**src/rtl/rssalu_pkg.sv**
```systemverilog
// package and datapath calculator for the rotate/subtract/skip slice
`timescale 1ns/1ps
`default_nettype none

package rssalu_pkg;
    localparam int unsigned DATA_W = 8;
    localparam int unsigned ADDR_W = 4;
    // register offsets
    localparam logic [3:0] REG_CMD = 4'h0;
    localparam logic [3:0] REG_ACC = 4'h1;
    localparam logic [3:0] REG_STATUS = 4'h2;
    localparam logic [3:0] REG_MADDR = 4'h3;
    localparam logic [3:0] REG_MDATA = 4'h4;
    localparam logic [3:0] REG_IMM = 4'h5;
    localparam logic [3:0] REG_BITSEL = 4'h6;
    localparam logic [3:0] REG_INFO = 4'h7;
    // status bit positions
    localparam int unsigned FLAG_C = 0;
    localparam int unsigned FLAG_AC = 1;
    localparam int unsigned FLAG_Z = 2;
    localparam int unsigned FLAG_OV = 3;
    localparam int unsigned FLAG_SC = 4;
    localparam int unsigned FLAG_CZ = 5;
    localparam int unsigned FLAG_CNT = 6;
    // info register bit positions
    localparam int unsigned INFO_BUSY = 0;
    localparam int unsigned INFO_SKIP = 1;
    // constants
    localparam logic [7:0] BYTE_ZERO = 8'h00;
    localparam logic [7:0] BYTE_ONE = 8'h01;
    localparam logic [7:0] BYTE_ONES = 8'hff;
    localparam logic [5:0] FLAGS_NONE = 6'h00;
    localparam logic [5:0] FLAGS_CARRY = 6'h01;
    localparam logic [5:0] FLAGS_ALL = 6'h3f;
    localparam logic [5:0] FLAGS_RESET = 6'h00;
    localparam logic [2:0] BITSEL_RESET = 3'h0;

    typedef enum logic [4:0] {
        OP_NONE = 5'h00,
        OP_ROTATE_LEFT = 5'h01,
        OP_ROTATE_LEFT_TO_WORKING = 5'h02,
        OP_ROTATE_LEFT_THROUGH_CARRY = 5'h03,
        OP_ROTATE_LEFT_THROUGH_CARRY_TO_WORKING = 5'h04,
        OP_ROTATE_RIGHT = 5'h05,
        OP_ROTATE_RIGHT_TO_WORKING = 5'h06,
        OP_ROTATE_RIGHT_THROUGH_CARRY = 5'h07,
        OP_ROTATE_RIGHT_THROUGH_CARRY_TO_WORKING = 5'h08,
        OP_SUBTRACT_WITH_BORROW = 5'h09,
        OP_SUBTRACT_WITH_BORROW_IMM = 5'h0a,
        OP_SUBTRACT_WITH_BORROW_TO_MEMORY = 5'h0b,
        OP_SUBTRACT = 5'h0c,
        OP_SUBTRACT_IMM = 5'h0d,
        OP_SUBTRACT_TO_MEMORY = 5'h0e,
        OP_DECREMENT_SKIP_IF_NULL = 5'h0f,
        OP_DECREMENT_SKIP_IF_NULL_TO_WORKING = 5'h10,
        OP_INCREMENT_SKIP_IF_NULL = 5'h11,
        OP_INCREMENT_SKIP_IF_NULL_TO_WORKING = 5'h12,
        OP_SKIP_IF_NONNULL = 5'h13,
        OP_SKIP_IF_NONNULL_BIT = 5'h14,
        OP_SET_BYTE = 5'h15,
        OP_SET_BIT = 5'h16,
        OP_SWAP_NIBBLES = 5'h17
    } rssalu_op_t;

    typedef enum logic [1:0] {
        ST_IDLE = 2'b00,
        ST_EXEC = 2'b01,
        ST_DUMMY = 2'b10
    } rssalu_state_t;

    function automatic logic [7:0] bit_mask(input logic [2:0] sel);
        bit_mask = BYTE_ONE << sel;
    endfunction
endpackage

////////////////////////////////////////////////////////////////////////////////

module rssalu_calc (
    // instruction
    input wire logic [4:0] op,
    input wire logic [2:0] bit_sel,
    input wire logic [7:0] imm,
    // operands
    input wire logic [7:0] operand,
    input wire logic [7:0] acc,
    input wire logic [5:0] flags,
    // results
    output logic [7:0] result,
    output logic wr_acc,
    output logic wr_mem,
    output logic [5:0] flags_new,
    output logic [5:0] flags_mask,
    output logic skip
);
    logic [7:0] sub_b;
    logic borrow_in;
    logic with_borrow;
    logic [8:0] diff;
    logic [4:0] low;
    logic [5:0] sub_flags;

    // shared subtractor; borrow-in is the inverted carry for the with-borrow ops, zero for the others
    always_comb begin
        with_borrow = (op == rssalu_pkg::OP_SUBTRACT_WITH_BORROW) ||
                      (op == rssalu_pkg::OP_SUBTRACT_WITH_BORROW_IMM) ||
                      (op == rssalu_pkg::OP_SUBTRACT_WITH_BORROW_TO_MEMORY);
        sub_b = ((op == rssalu_pkg::OP_SUBTRACT_IMM) ||
                 (op == rssalu_pkg::OP_SUBTRACT_WITH_BORROW_IMM)) ? imm : operand;
        borrow_in = with_borrow & ~flags[rssalu_pkg::FLAG_C];
        diff = {1'b0, acc} - {1'b0, sub_b} - {8'h00, borrow_in};
        low = {1'b0, acc[3:0]} - {1'b0, sub_b[3:0]} - {4'h0, borrow_in};
        sub_flags[rssalu_pkg::FLAG_C] = ~diff[8];
        sub_flags[rssalu_pkg::FLAG_AC] = ~low[4];
        sub_flags[rssalu_pkg::FLAG_Z] = (diff[7:0] == rssalu_pkg::BYTE_ZERO);
        sub_flags[rssalu_pkg::FLAG_OV] = (acc[7] ^ sub_b[7]) & (diff[7] ^ acc[7]);
        sub_flags[rssalu_pkg::FLAG_SC] = sub_flags[rssalu_pkg::FLAG_OV] ^ diff[7];
        // chained zero keeps multi-byte compares honest
        sub_flags[rssalu_pkg::FLAG_CZ] = with_borrow ?
            (sub_flags[rssalu_pkg::FLAG_Z] & flags[rssalu_pkg::FLAG_CZ]) : sub_flags[rssalu_pkg::FLAG_Z];
    end

    always_comb begin
        result = operand;
        wr_acc = 1'b0;
        wr_mem = 1'b0;
        flags_new = flags;
        flags_mask = rssalu_pkg::FLAGS_NONE;
        skip = 1'b0;
        case (op)
            rssalu_pkg::OP_ROTATE_LEFT: begin
                result = {operand[6:0], operand[7]};
                wr_mem = 1'b1;
            end
            rssalu_pkg::OP_ROTATE_LEFT_TO_WORKING: begin
                result = {operand[6:0], operand[7]};
                wr_acc = 1'b1;
            end
            rssalu_pkg::OP_ROTATE_LEFT_THROUGH_CARRY,
            rssalu_pkg::OP_ROTATE_LEFT_THROUGH_CARRY_TO_WORKING: begin
                result = {operand[6:0], flags[rssalu_pkg::FLAG_C]};
                flags_new[rssalu_pkg::FLAG_C] = operand[7];
                flags_mask = rssalu_pkg::FLAGS_CARRY;
                wr_mem = (op == rssalu_pkg::OP_ROTATE_LEFT_THROUGH_CARRY);
                wr_acc = (op == rssalu_pkg::OP_ROTATE_LEFT_THROUGH_CARRY_TO_WORKING);
            end
            rssalu_pkg::OP_ROTATE_RIGHT: begin
                result = {operand[0], operand[7:1]};
                wr_mem = 1'b1;
            end
            rssalu_pkg::OP_ROTATE_RIGHT_TO_WORKING: begin
                result = {operand[0], operand[7:1]};
                wr_acc = 1'b1;
            end
            rssalu_pkg::OP_ROTATE_RIGHT_THROUGH_CARRY,
            rssalu_pkg::OP_ROTATE_RIGHT_THROUGH_CARRY_TO_WORKING: begin
                result = {flags[rssalu_pkg::FLAG_C], operand[7:1]};
                flags_new[rssalu_pkg::FLAG_C] = operand[0];
                flags_mask = rssalu_pkg::FLAGS_CARRY;
                wr_mem = (op == rssalu_pkg::OP_ROTATE_RIGHT_THROUGH_CARRY);
                wr_acc = (op == rssalu_pkg::OP_ROTATE_RIGHT_THROUGH_CARRY_TO_WORKING);
            end
            rssalu_pkg::OP_SUBTRACT_WITH_BORROW,
            rssalu_pkg::OP_SUBTRACT_WITH_BORROW_IMM,
            rssalu_pkg::OP_SUBTRACT,
            rssalu_pkg::OP_SUBTRACT_IMM: begin
                result = diff[7:0];
                wr_acc = 1'b1;
                flags_new = sub_flags;
                flags_mask = rssalu_pkg::FLAGS_ALL;
            end
            rssalu_pkg::OP_SUBTRACT_WITH_BORROW_TO_MEMORY,
            rssalu_pkg::OP_SUBTRACT_TO_MEMORY: begin
                result = diff[7:0];
                wr_mem = 1'b1;
                flags_new = sub_flags;
                flags_mask = rssalu_pkg::FLAGS_ALL;
            end
            rssalu_pkg::OP_DECREMENT_SKIP_IF_NULL,
            rssalu_pkg::OP_DECREMENT_SKIP_IF_NULL_TO_WORKING: begin
                result = operand - rssalu_pkg::BYTE_ONE;
                skip = (result == rssalu_pkg::BYTE_ZERO);
                wr_mem = (op == rssalu_pkg::OP_DECREMENT_SKIP_IF_NULL);
                wr_acc = (op == rssalu_pkg::OP_DECREMENT_SKIP_IF_NULL_TO_WORKING);
            end
            rssalu_pkg::OP_INCREMENT_SKIP_IF_NULL,
            rssalu_pkg::OP_INCREMENT_SKIP_IF_NULL_TO_WORKING: begin
                result = operand + rssalu_pkg::BYTE_ONE;
                skip = (result == rssalu_pkg::BYTE_ZERO);
                wr_mem = (op == rssalu_pkg::OP_INCREMENT_SKIP_IF_NULL);
                wr_acc = (op == rssalu_pkg::OP_INCREMENT_SKIP_IF_NULL_TO_WORKING);
            end
            rssalu_pkg::OP_SKIP_IF_NONNULL: begin
                skip = (operand != rssalu_pkg::BYTE_ZERO);
            end
            rssalu_pkg::OP_SKIP_IF_NONNULL_BIT: begin
                skip = ((operand & rssalu_pkg::bit_mask(bit_sel)) != rssalu_pkg::BYTE_ZERO);
            end
            rssalu_pkg::OP_SET_BYTE: begin
                result = rssalu_pkg::BYTE_ONES;
                wr_mem = 1'b1;
            end
            rssalu_pkg::OP_SET_BIT: begin
                result = operand | rssalu_pkg::bit_mask(bit_sel);
                wr_mem = 1'b1;
            end
            rssalu_pkg::OP_SWAP_NIBBLES: begin
                result = {operand[3:0], operand[7:4]};
                wr_mem = 1'b1;
            end
            default: begin
                result = operand;
            end
        endcase
    end
endmodule

`default_nettype wire

```
**src/rtl/rssalu_top.sv**
```systemverilog
// rotate/subtract/skip execution slice with its register port and data memory
//
// Local design decisions: strobed register access and the placing of the registers.
`timescale 1ns/1ps
`default_nettype none

module rssalu_top #(
    parameter int unsigned MEM_DEPTH = 16
) (
    // clock and reset
    input wire logic mclk,
    input wire logic reset_n,
    // register port
    input wire logic [3:0] addr,
    input wire logic [7:0] wdata,
    input wire logic wr,
    input wire logic rd,
    output logic [7:0] rdata,
    // sequencer status
    output logic busy,
    output logic done,
    output logic dummy_slot
);
    localparam int unsigned MEM_AW = (MEM_DEPTH > 1) ? $clog2(MEM_DEPTH) : 1;

    ////////////////////////////////////////////////////////////////////////////
    // architectural state

    logic [7:0] mem [MEM_DEPTH];
    logic [7:0] working_register;
    logic [5:0] flags;
    logic [7:0] maddr;
    logic [7:0] imm;
    logic [2:0] bit_sel;
    logic [4:0] op;
    logic last_skip;
    rssalu_pkg::rssalu_state_t state;
    rssalu_pkg::rssalu_state_t next_state;

    logic [MEM_AW-1:0] mem_index;
    logic [7:0] operand;
    logic [7:0] result;
    logic wr_acc;
    logic wr_mem;
    logic [5:0] flags_new;
    logic [5:0] flags_mask;
    logic skip;
    logic exec;
    logic cmd_write;

    assign mem_index = maddr[MEM_AW-1:0];
    assign operand = mem[mem_index];
    assign exec = (state == rssalu_pkg::ST_EXEC);
    // commands are ignored while a previous one is still in flight
    assign cmd_write = wr && (addr == rssalu_pkg::REG_CMD) && (state == rssalu_pkg::ST_IDLE);

    ////////////////////////////////////////////////////////////////////////////
    // datapath

    rssalu_calc u_calc (
        .op(op),
        .bit_sel(bit_sel),
        .imm(imm),
        .operand(operand),
        .acc(working_register),
        .flags(flags),
        .result(result),
        .wr_acc(wr_acc),
        .wr_mem(wr_mem),
        .flags_new(flags_new),
        .flags_mask(flags_mask),
        .skip(skip)
    );

    ////////////////////////////////////////////////////////////////////////////
    // sequencing

    always_comb begin
        next_state = state;
        case (state)
            rssalu_pkg::ST_IDLE: begin
                if (cmd_write) begin
                    next_state = rssalu_pkg::ST_EXEC;
                end
            end
            rssalu_pkg::ST_EXEC: begin
                next_state = skip ? rssalu_pkg::ST_DUMMY : rssalu_pkg::ST_IDLE;
            end
            rssalu_pkg::ST_DUMMY: begin
                next_state = rssalu_pkg::ST_IDLE;
            end
            default: begin
                next_state = rssalu_pkg::ST_IDLE;
            end
        endcase
    end

    always_ff @(posedge mclk or negedge reset_n) begin
        if (!reset_n) begin
            state <= rssalu_pkg::ST_IDLE;
        end else begin
            state <= next_state;
        end
    end

    always_ff @(posedge mclk or negedge reset_n) begin
        if (!reset_n) begin
            busy <= 1'b0;
            done <= 1'b0;
            dummy_slot <= 1'b0;
            last_skip <= 1'b0;
        end else begin
            busy <= (next_state != rssalu_pkg::ST_IDLE);
            done <= exec;
            dummy_slot <= (next_state == rssalu_pkg::ST_DUMMY);
            if (exec) begin
                last_skip <= skip;
            end
        end
    end

    ////////////////////////////////////////////////////////////////////////////
    // command and operand registers

    always_ff @(posedge mclk or negedge reset_n) begin
        if (!reset_n) begin
            op <= rssalu_pkg::OP_NONE;
        end else if (cmd_write) begin
            op <= wdata[4:0];
        end
    end

    always_ff @(posedge mclk or negedge reset_n) begin
        if (!reset_n) begin
            maddr <= rssalu_pkg::BYTE_ZERO;
            imm <= rssalu_pkg::BYTE_ZERO;
            bit_sel <= rssalu_pkg::BITSEL_RESET;
        end else if (wr && !busy) begin
            if (addr == rssalu_pkg::REG_MADDR) begin
                maddr <= wdata;
            end
            if (addr == rssalu_pkg::REG_IMM) begin
                imm <= wdata;
            end
            if (addr == rssalu_pkg::REG_BITSEL) begin
                bit_sel <= wdata[2:0];
            end
        end
    end

    ////////////////////////////////////////////////////////////////////////////
    // accumulator, flags and memory; execution wins over a bus write

    always_ff @(posedge mclk or negedge reset_n) begin
        if (!reset_n) begin
            working_register <= rssalu_pkg::BYTE_ZERO;
        end else if (exec && wr_acc) begin
            working_register <= result;
        end else if (wr && !busy && addr == rssalu_pkg::REG_ACC) begin
            working_register <= wdata;
        end
    end

    always_ff @(posedge mclk or negedge reset_n) begin
        if (!reset_n) begin
            flags <= rssalu_pkg::FLAGS_RESET;
        end else if (exec) begin
            flags <= (flags & ~flags_mask) | (flags_new & flags_mask);
        end else if (wr && !busy && addr == rssalu_pkg::REG_STATUS) begin
            flags <= wdata[rssalu_pkg::FLAG_CNT-1:0];
        end
    end

    // data memory has no reset; software initialises what it uses
    always_ff @(posedge mclk) begin
        if (exec && wr_mem) begin
            mem[mem_index] <= result;
        end else if (wr && !busy && addr == rssalu_pkg::REG_MDATA) begin
            mem[mem_index] <= wdata;
        end
    end

    ////////////////////////////////////////////////////////////////////////////
    // read port: data one cycle after the strobe, zero otherwise

    always_ff @(posedge mclk or negedge reset_n) begin
        if (!reset_n) begin
            rdata <= rssalu_pkg::BYTE_ZERO;
        end else if (rd) begin
            case (addr)
                rssalu_pkg::REG_CMD: rdata <= {3'h0, op};
                rssalu_pkg::REG_ACC: rdata <= working_register;
                rssalu_pkg::REG_STATUS: rdata <= {2'h0, flags};
                rssalu_pkg::REG_MADDR: rdata <= maddr;
                rssalu_pkg::REG_MDATA: rdata <= operand;
                rssalu_pkg::REG_IMM: rdata <= imm;
                rssalu_pkg::REG_BITSEL: rdata <= {5'h00, bit_sel};
                rssalu_pkg::REG_INFO: rdata <= {6'h00, last_skip, busy};
                default: rdata <= rssalu_pkg::BYTE_ZERO;
            endcase
        end else begin
            rdata <= rssalu_pkg::BYTE_ZERO;
        end
    end

    ////////////////////////////////////////////////////////////////////////////
    // checks

    a_rotl_inplace: assert property (@(posedge mclk) disable iff (!reset_n)
        (exec && op == rssalu_pkg::OP_ROTATE_LEFT) |->
        (result == {operand[6:0], operand[7]}) && wr_mem && !wr_acc && flags_mask == rssalu_pkg::FLAGS_NONE)
        else $error("rotate left in place wrong");

    a_rotl_working: assert property (@(posedge mclk) disable iff (!reset_n)
        (exec && op == rssalu_pkg::OP_ROTATE_LEFT_TO_WORKING) |=>
        (working_register == {$past(operand[6:0]), $past(operand[7])}) && $stable(flags))
        else $error("rotate left to accumulator wrong");

    a_rotl_carry: assert property (@(posedge mclk) disable iff (!reset_n)
        (exec && op == rssalu_pkg::OP_ROTATE_LEFT_THROUGH_CARRY) |->
        ##1 (flags[rssalu_pkg::FLAG_C] == $past(operand[7])) && ($past(flags[5:1]) == flags[5:1]))
        else $error("rotate left through carry wrong");

    a_rotl_carry_acc: assert property (@(posedge mclk) disable iff (!reset_n)
        (exec && op == rssalu_pkg::OP_ROTATE_LEFT_THROUGH_CARRY_TO_WORKING) |->
        (result == {operand[6:0], flags[rssalu_pkg::FLAG_C]}) && !wr_mem && wr_acc)
        else $error("rotate left through carry to accumulator wrong");

    a_rotr_inplace: assert property (@(posedge mclk) disable iff (!reset_n)
        (exec && op == rssalu_pkg::OP_ROTATE_RIGHT) |=>
        (mem[$past(mem_index)] == {$past(operand[0]), $past(operand[7:1])}) && $stable(flags))
        else $error("rotate right in place wrong");

    a_rotr_working: assert property (@(posedge mclk) disable iff (!reset_n)
        (exec && op == rssalu_pkg::OP_ROTATE_RIGHT_TO_WORKING) |->
        (result == {operand[0], operand[7:1]}) && wr_acc && !wr_mem)
        else $error("rotate right to accumulator wrong");

    a_rotr_carry: assert property (@(posedge mclk) disable iff (!reset_n)
        (exec && op == rssalu_pkg::OP_ROTATE_RIGHT_THROUGH_CARRY) |->
        (result == {flags[rssalu_pkg::FLAG_C], operand[7:1]}) && wr_mem)
        else $error("rotate right through carry wrong");

    a_rotr_carry_acc: assert property (@(posedge mclk) disable iff (!reset_n)
        (exec && op == rssalu_pkg::OP_ROTATE_RIGHT_THROUGH_CARRY_TO_WORKING) |=>
        flags[rssalu_pkg::FLAG_C] == $past(operand[0]))
        else $error("carry after right rotate wrong");

    a_sub_borrow: assert property (@(posedge mclk) disable iff (!reset_n)
        (exec && op == rssalu_pkg::OP_SUBTRACT_WITH_BORROW) |->
        (result == working_register - operand - {7'h00, ~flags[rssalu_pkg::FLAG_C]}) && wr_acc)
        else $error("subtract with borrow result wrong");

    a_sub_carry: assert property (@(posedge mclk) disable iff (!reset_n)
        (exec && op == rssalu_pkg::OP_SUBTRACT) |->
        (flags_new[rssalu_pkg::FLAG_C] == (working_register >= operand)) && flags_mask == rssalu_pkg::FLAGS_ALL)
        else $error("subtract carry wrong");

    a_sub_memdest: assert property (@(posedge mclk) disable iff (!reset_n)
        (exec && op == rssalu_pkg::OP_SUBTRACT_WITH_BORROW_TO_MEMORY) |=> $stable(working_register))
        else $error("memory subtract touched accumulator");

    a_dec_skip: assert property (@(posedge mclk) disable iff (!reset_n)
        (exec && op == rssalu_pkg::OP_DECREMENT_SKIP_IF_NULL) |->
        (skip == (operand == rssalu_pkg::BYTE_ONE)) && flags_mask == rssalu_pkg::FLAGS_NONE)
        else $error("decrement skip wrong");

    a_inc_skip: assert property (@(posedge mclk) disable iff (!reset_n)
        (exec && op == rssalu_pkg::OP_INCREMENT_SKIP_IF_NULL_TO_WORKING) |->
        (skip == (operand == rssalu_pkg::BYTE_ONES)) && wr_acc && !wr_mem)
        else $error("increment skip wrong");

    a_skip_slot: assert property (@(posedge mclk) disable iff (!reset_n)
        (exec && skip) |=> dummy_slot && busy ##1 !dummy_slot && !busy)
        else $error("skip slot timing wrong");

    a_noskip_slot: assert property (@(posedge mclk) disable iff (!reset_n)
        (exec && !skip) |=> !dummy_slot && !busy && done)
        else $error("unskipped instruction took an extra slot");

    a_set_bit: assert property (@(posedge mclk) disable iff (!reset_n)
        (exec && op == rssalu_pkg::OP_SET_BIT) |->
        (result == (operand | rssalu_pkg::bit_mask(bit_sel))) && flags_mask == rssalu_pkg::FLAGS_NONE)
        else $error("bit set wrong");

    a_swap_nib: assert property (@(posedge mclk) disable iff (!reset_n)
        (exec && op == rssalu_pkg::OP_SWAP_NIBBLES) |->
        (result == {operand[3:0], operand[7:4]}) && wr_mem)
        else $error("nibble swap wrong");

    a_sub_imm: assert property (@(posedge mclk) disable iff (!reset_n)
        (exec && op == rssalu_pkg::OP_SUBTRACT_WITH_BORROW_IMM) |->
        (result == working_register - imm - {7'h00, ~flags[rssalu_pkg::FLAG_C]})
        && wr_acc)
        else $error("immediate subtract wrong");

    a_sub_zero: assert property (@(posedge mclk) disable iff (!reset_n)
        (exec && op >= rssalu_pkg::OP_SUBTRACT_WITH_BORROW
        && op <= rssalu_pkg::OP_SUBTRACT_TO_MEMORY) |=>
        flags[rssalu_pkg::FLAG_Z] == ($past(result) == rssalu_pkg::BYTE_ZERO))
        else $error("subtract zero flag wrong");

    a_dec_working: assert property (@(posedge mclk) disable iff (!reset_n)
        (exec && op == rssalu_pkg::OP_DECREMENT_SKIP_IF_NULL_TO_WORKING) |=>
        (working_register == $past(operand) - rssalu_pkg::BYTE_ONE)
        && (last_skip == (working_register == rssalu_pkg::BYTE_ZERO)) && $stable(flags))
        else $error("decrement to accumulator wrong");

    a_inc_inplace: assert property (@(posedge mclk) disable iff (!reset_n)
        (exec && op == rssalu_pkg::OP_INCREMENT_SKIP_IF_NULL) |=>
        (mem[$past(mem_index)] == $past(operand) + rssalu_pkg::BYTE_ONE)
        && (last_skip == (mem[$past(mem_index)] == rssalu_pkg::BYTE_ZERO)))
        else $error("increment in place wrong");

    a_set_byte: assert property (@(posedge mclk) disable iff (!reset_n)
        (exec && op == rssalu_pkg::OP_SET_BYTE) |=>
        (mem[$past(mem_index)] == rssalu_pkg::BYTE_ONES)
        && $stable(flags))
        else $error("byte set wrong");
endmodule

`default_nettype wire

```
**config.mk**
```make
export PLATFORM = sky130hd
export DESIGN_NAME = rssalu_top
export DESIGN_NICKNAME = d
export VERILOG_FILES = /design/src/rtl/rssalu_pkg.sv /design/src/rtl/rssalu_top.sv
export SDC_FILE = /design/constraint.sdc
export NUM_CORES = 1
export LEC_CHECK = 0
export ABC_CLOCK_PERIOD_IN_PS = 5300
export BUFFER_PORTS_ARGS = -buffer_cell sky130_fd_sc_hd__buf_2
export CAP_MARGIN = 5
export CORE_MARGIN = 8
export CORE_UTILIZATION = 40
export CTS_BUF_LIST = sky130_fd_sc_hd__clkbuf_8
export DETAILED_ROUTE_END_ITERATION = 10
export PLACE_DENSITY_LB_ADDON = 0.1
export SLEW_MARGIN = 40
export SYNTH_ARGS = -nofsm -noshare
export SYNTH_HDL_FRONTEND = slang
export SYNTH_HIERARCHICAL = 1
export SYNTH_SLANG_ARGS = --single-unit
```
**constraint.sdc**
```tcl
create_clock -name mclk -period 5.3 [get_ports mclk]
set_input_delay 0.53 -clock mclk [delete_from_list [all_inputs] [get_ports mclk]]
set_output_delay 0.53 -clock mclk [all_outputs]
set_load 0.01 [all_outputs]
```
==> run_results.csv, run 1 <==
group,metric,value,unit
pwr,p_leak,0.00405,uW
logic_synthesis,ys_warn_count,6,
routing,wire_per_inst,24.4,um
global_routing,grt-ovfl-total,0,
hold_path,hp-class,"in2async",
logic_synthesis,synth_nets,827,
timing,grt_setup_unrepaired,"no",
floorplan,die_area,0.0298,mm^2
setup_path,rrSetupSlack,0.30,ns
logic_synthesis,synthTopCellsByArea,"edfxtp_1 (39%), dfrtp_1 (13%), mux4_2 (5.5%)",
timing,slew_headroom,45.3,%
logic_synthesis,synth.distinct_cells,82,
finish,num_antenna_cells,0,
setup_path,r2r.worst_path.cells,15,
timing,slew_viol_final,0,
placement,post-dp-hpwl,19900,um
clock_tree,clk_transition_reported_paths,0.11,ns
setup_path,cp_max_fo,17,
setup_path,arrival,5.17,ns
floorplan,die_x,173,um
logic_synthesis,yosysTopAreaCell,"edfxtp_1",
global_routing,antenna_found_initial,2,
global_routing,grt_use_total,18.7,%
setup_path,timing.rr.start,"maddr[3]",
setup_path,critPathCaptureType,"flop",
floorplan,fp.coreArea,0.0242,mm^2
logic_synthesis,yosysTopAreaCellShare,39.2,%
logic_synthesis,syn_avg_cell_area,12.4,um^2
clock_tree,cts_resized,0,
finish,nets,849,
setup_path,critPathKind,"reg2reg",
logic_synthesis,synth_area,0.00981,mm^2
placement,gp_congestion,0.924,
finish,drive_above_1_share,22.2,%
logic_synthesis,synthFlopType,"edfxtp_1",
timing,min_period_over_period,94.3,%
clock_tree,clk_latency,0.48,ns
finish,fillers,2203,
routing,antenna_left,0,
global_routing,grt_pass1_vias,6791,
clock_tree,cts_tree,"built",
clock_tree,cts.sinks,180,
routing,dr.pass1.iters,5,
floorplan,pin_count,27,
routing,vias,6795,
pwr,vdd_drop_max,0.000224,V
floorplan,fp.dieH,173,um
setup_path,start_kind,"flop",
timing,max_slew.worst_pin.slew,0.820,ns
timing,period_minus_slack,5.00,ns
clock_tree,cts_buffer_depth,2,
floorplan,start_util,40.6,%
logic_synthesis,synth_edf_count,128,
setup_path,rr_endpoint,"mem[1][7]",
clock_tree,root_buffer,"clkbuf_8",
floorplan,placementRows,57,
logic_synthesis,yosys_register_bits,180,
logic_synthesis,ys_async_sr_fraction,28.9,%
routing,drtIter0Drc,712,
finish,syn2layout_area_growth,9.73,%
timing,hold_viol,0,
timing,finalClockSkew,0.0256,ns
timing,fmaxAchievable,0.200,GHz
global_routing,grt_max_degree,53,
timing,setup_tns,0,ns
global_routing,grt_pass1_wl,42500,um
clock_tree,postCtsHoldBufs,0,
outcome,outcome,"finished, final reports clean",
placement,portBuffers,26,
logic_synthesis,synth_cells,790,
routing,viasPerCell,5.91,
routing,drc_errors,0,
clock_tree,cts_buffers,17,
timing,final-setup-viol-count,0,
pwr,power.density,516,mW/mm^2
setup_path,critPathRequiredTime,5.47,ns
pwr,p_total,5560,uW
logic_synthesis,ys_seq_area_share,52.5,%
clock_tree,post_cts_buffers,0,
routing,wl,28100,um
clock_tree,h-tree-depth,4,
job,cap_violations,0,
setup_path,cp-startpoint,"maddr[3]",
==> synthesized netlist by cell type (11+ instances only) <==
| cell | instances |
|---|---|
| ha_1 | 19 |
| mux2_2 | 46 |
| dfrtp_1 | 52 |
| nand2_1 | 43 |
| inv_1 | 37 |
| a31oi_1 | 17 |
| mux2i_1 | 31 |
| nor3_1 | 14 |
| mux4_1 | 11 |
| nor2_1 | 60 |
| a21oi_1 | 32 |
| nand3_1 | 12 |
| buf_2 | 13 |
| edfxtp_1 | 128 |
| mux4_2 | 24 |
| o21ai_0 | 37 |
| clkbuf_1 | 27 |
| xnor2_1 | 11 |
==> layout by cell type, fill, tap and decap left out, types with 12 or more instances in the layout <==
| master | instances |
|---|---|
| a21oi_1 | 31 |
| a31oi_1 | 17 |
| buf_2 | 26 |
| buf_4 | 28 |
| clkbuf_8 | 17 |
| dfrtp_1 | 50 |
| edfxtp_1 | 128 |
| ha_1 | 19 |
| inv_1 | 38 |
| mux2_2 | 46 |
| mux2i_1 | 31 |
| mux4_2 | 24 |
| nand2_1 | 43 |
| nand3_1 | 12 |
| nor2_1 | 48 |
| nor2_2 | 14 |
| nor3_1 | 14 |
| o21ai_0 | 37 |
==> final cells by class <==
class	count	area (um^2)	share of cell area, %
flip-flops and latches	180	5150	47.8
clock inverters	15	168	1.56
inverters	37	139	1.29
multi-input cells	520	4290	39.9
repair buffers	56	380	3.53
clock buffers	17	234	2.17
well taps	324	405	3.77
==> metrics by stage <==
stage          instances  hold WS [ns]  setup slack (ns)  instance area [um^2]  util, %
3_5_place_dp        1117         0.474             0.386                 10400     42.8
4_1_cts             1149         0.183             0.340                 10800     44.5
3_3_place_gp        1117         0.471             0.436                 10300     42.7
5_1_grt             1149         0.232            0.0766                 10800     44.5
6_report            1149         0.181             0.300                 10800     44.5
2_1_floorplan        790         0.234             0.883                  9810        -
==> worst max-delay path, stage by stage, from the launching register on <==
cell	delay (ns)
dfrtp_1	0.89
mux4_2	0.42
mux2i_1	0.40
mux2i_1	0.25
inv_1	0.12
o21ai_0	0.13
fa_1	0.56
inv_1	0.05
ha_1	0.16
o21ai_0	0.34
a21oi_1	0.17
mux2i_1	0.32
nand2_1	0.17
nand2_1	0.11
a31oi_1	0.16
mux2_2	0.44
==> per-layer routing <==
metal  track usage, %  share of wire [%]  up-vias
li1                 -                  -     3063
met1             24.1                 42     3403
met2             30.5                 48      266
met3             3.59                6.1       59
met4             8.05                3.3        4
met5                0              0.075        -
==> logic make-up after synthesis <==
family | synth area share (%)
multiplexers | 17.1
XOR/XNOR | 1.79
flip-flops | 52.5
buffers and inverters | 4.24
AO/OA/AOI/OAI | 11.4
AND/OR/NAND/NOR | 10.2
adder cells (fa/ha/maj) | 2.83
==> sequential cells by signal (all words and copies together), names as in the netlist, named ones only <==
signal and count:
last_skip 1, imm 8, maddr 8, done 1, state 2, rdata 8, working_register 8, mem 128
dummy_slot 1, op 5, bit_sel 3, busy 1
==> power breakdown <==
group / switching [uW] / internal [uW] / leakage, uW
Combinational: 1600 / 985 / 0.00205
Clock: 591 / 357 / 0.000202
Sequential: 161 / 1870 / 0.00180
Total: 2350 / 3210 / 0.00405
==> worst max-delay path by stage <==
| stage | to | slack, ns | depth (start not counted) |
|---|---|---|---|
| finish | mem[1][7] | 0.30 | 15 |
| floorplan | flop | 0.88 | 20 |
| CTS | mem[12][7] | 0.34 | 16 |
| global placement | mem[9][7] | 0.44 | 15 |
| global route | mem[8][7] | 0.08 | 16 |
| detailed placement | mem[12][7] | 0.39 | 16 |
(Power assumes the default switching activity.)
==> run 2, diff against run 1 <==
Settings changed: ABC_CLOCK_PERIOD_IN_PS 5300 to 4100.
Clock period 5.3 ns to 4.1 ns, I/O delays scaled along.
==> run_results.csv, run 2 (synthesized netlist as in run 1, its figures left out) <==
group,metric,value,unit
timing,fmaxAchievable,0.233,GHz
setup_path,path_common_cell,"mux2_4",
routing,wl,30700,um
pwr,power.density,757,mW/mm^2
floorplan,fp.dieH,173,um
setup_path,critPathKind,"reg2reg",
clock_tree,cts_buffers,17,
global_routing,grt_pass1_wl,45700,um
placement,place_ws,-0.456,ns
setup_path,rrSetupSlack,-0.20,ns
setup_path,critPathCaptureType,"flop",
pwr,p_leak,0.00466,uW
global_routing,antenna_found_initial,0,
timing,slew_headroom,23.1,%
global_routing,grt_max_degree,53,
global_routing,grt-ovfl-total,0,
outcome,violations,"setup timing",
finish,largest_reg_flops,128,
finish,nets,947,
timing,hold_ws,0.0658,ns
floorplan,die_x,173,um
routing,viasPerCell,5.77,
finish,num_antenna_cells,0,
floorplan,pin_count,27,
timing,grt_setup_unrepaired,"yes",
timing,setup_tns,-3.86,ns
placement,post-dp-hpwl,20900,um
clock_tree,postCtsHoldBufs,0,
finish,final_util,49.8,%
finish,final_area,0.0120,mm^2
placement,portBuffers,26,
routing,drtIter0Drc,781,
floorplan,start_util,40.6,%
floorplan,placementRows,57,
clock_tree,clk_transition_reported_paths,0.12,ns
routing,drc_errors,0,
timing,period_minus_slack,4.30,ns
pwr,vdd_drop_max,0.000368,V
setup_path,arrival,4.59,ns
global_routing,grt_use_total,19.9,%
clock_tree,h-tree-depth,4,
finish,regMostFlops,"mem",
setup_path,start_kind,"flop",
placement,gp_congestion,0.957,
finish,syn2layout_area_growth,22.7,%
timing,hold_viol,0,
timing,min_period_over_period,105,%
finish,fillers,2109,
setup_path,cp_max_fo,8,
global_routing,grt_pass1_vias,7379,
routing,wire_per_inst,24.6,um
setup_path,cpMaxStageDelayCell,"mux4_2",
placement,dpl_cell_area,0.0110,mm^2
setup_path,crit_chain,"clkbuf_16 > mux4_2 > mux2_4 > nor2_4 > a21oi_4 > mux2_4 > ha_4 > inv_2 > ha_4 > a21o_1 > buf_4 > a2111oi_4 > mux2i_2 > nand2_2 > nand2_2 > a31oi_4 > mux2_4",
finish,final_common_cell,"edfxtp_1",
floorplan,fp.coreArea,0.0242,mm^2
hold_path,hp-class,"in2async",
setup_path,critPathRequiredTime,4.39,ns
clock_tree,root_buffer,"clkbuf_8",
timing,max_slew.worst_pin.slew,1.15,ns
finish,final_cell_mix,"edfxtp_1 (128), buf_4 (111), dfrtp_1 (50), nor2_1 (45), nand2_1 (41)",
clock_tree,cts_tree,"built",
timing,finalClockSkew,0.0244,ns
setup_path,r2r.worst_path.cells,17,
clock_tree,cts_buffer_depth,2,
clock_tree,clk_latency,0.47,ns
finish,drive_above_1_share,38.0,%
outcome,outcome,"finished, violations left",
timing,layout_setup_ws,-0.195,ns
routing,dr.pass1.iters,5,
clock_tree,cts.sinks,180,
job,cap_violations,0,
routing,antenna_left,0,
routing,vias,7193,
timing,final-setup-viol-count,51,
timing,slew_viol_final,0,
floorplan,die_area,0.0298,mm^2
setup_path,cpPeakStageDelay,0.54,ns
-- run 2: cell count changes in the layout (fill, tap and decap cells not counted), sizes merged --
cell and change:
buf +93, inv +2, mux2 +4, clkinv -2, clkbuf +1
-- run 2: per-layer routing --
layer | vias to the layer above | wire (um) | global-route usage (%)
met3 | 49 | 1510 | 3.46
li1 | 3267 | - | -
met2 | 220 | 15000 | 33.4
met4 | 0 | 990 | 7.72
met1 | 3657 | 13200 | 25.4
met5 | - | 0 | 0
-- run 2: cell type report --
cell class / instances / area, um^2 / area share [%]
Timing Repair Buffer: 150 / 1150 / 9.54
Sequential cell: 180 / 5150 / 42.8
Clock inverter: 15 / 163 / 1.35
Clock buffer: 17 / 234 / 1.94
Multi-Input combinational cell: 524 / 4800 / 39.9
Inverter: 37 / 139 / 1.15
Tap cell: 324 / 405 / 3.37
-- run 2: power by group --
| group | internal, uW | switching, uW | leakage (uW) |
|---|---|---|---|
| combinational | 2530 | 2760 | 0.00266 |
| clock | 463 | 769 | 0.000202 |
| sequential | 2410 | 169 | 0.00180 |
| total | 5410 | 3700 | 0.00466 |
-- run 2: repair_timing --
| action | 4_1_cts | 5_1_grt |
|---|---|---|
| setup buffers | 12 | 2 |
| pin swaps | 17 | 14 |
| cloned | 3 | 2 |
| gates resized for setup | 78 | 34 |
| endpoints found under the setup margin | 119 | 125 |
-- run 2: worst paths after layout --
kind	startpoint	end
worst max-delay path	maddr[0]	mem[3][7]
worst min-delay path	reset_n	done
worst max register to register	maddr[0]	mem[3][7]
worst min register to register	maddr[7]	maddr[7]
max in group asynchronous	reset_n	maddr[1]
min in group mclk	wdata[5]	maddr[5]
-- run 2: metrics by stage --
step | power, uW | instances
after detailed placement | 6770 | 1196
after floorplan | 5040 | 790
after global placement | 6710 | 1196
final | 9110 | 1247
after global routing | 9600 | 1247
after CTS | 8730 | 1243
-- run 2: worst max-delay path, delay by kind of cell, from the launching register on --
kind,cells,cell delay [ns]
AOI/OAI and AO/OA,4,0.88
buffers and inverters,3,0.39
adders and majority gates,2,0.50
and+or+nand+nor,3,0.30
muxes,5,1.60
DFF,1,0.46
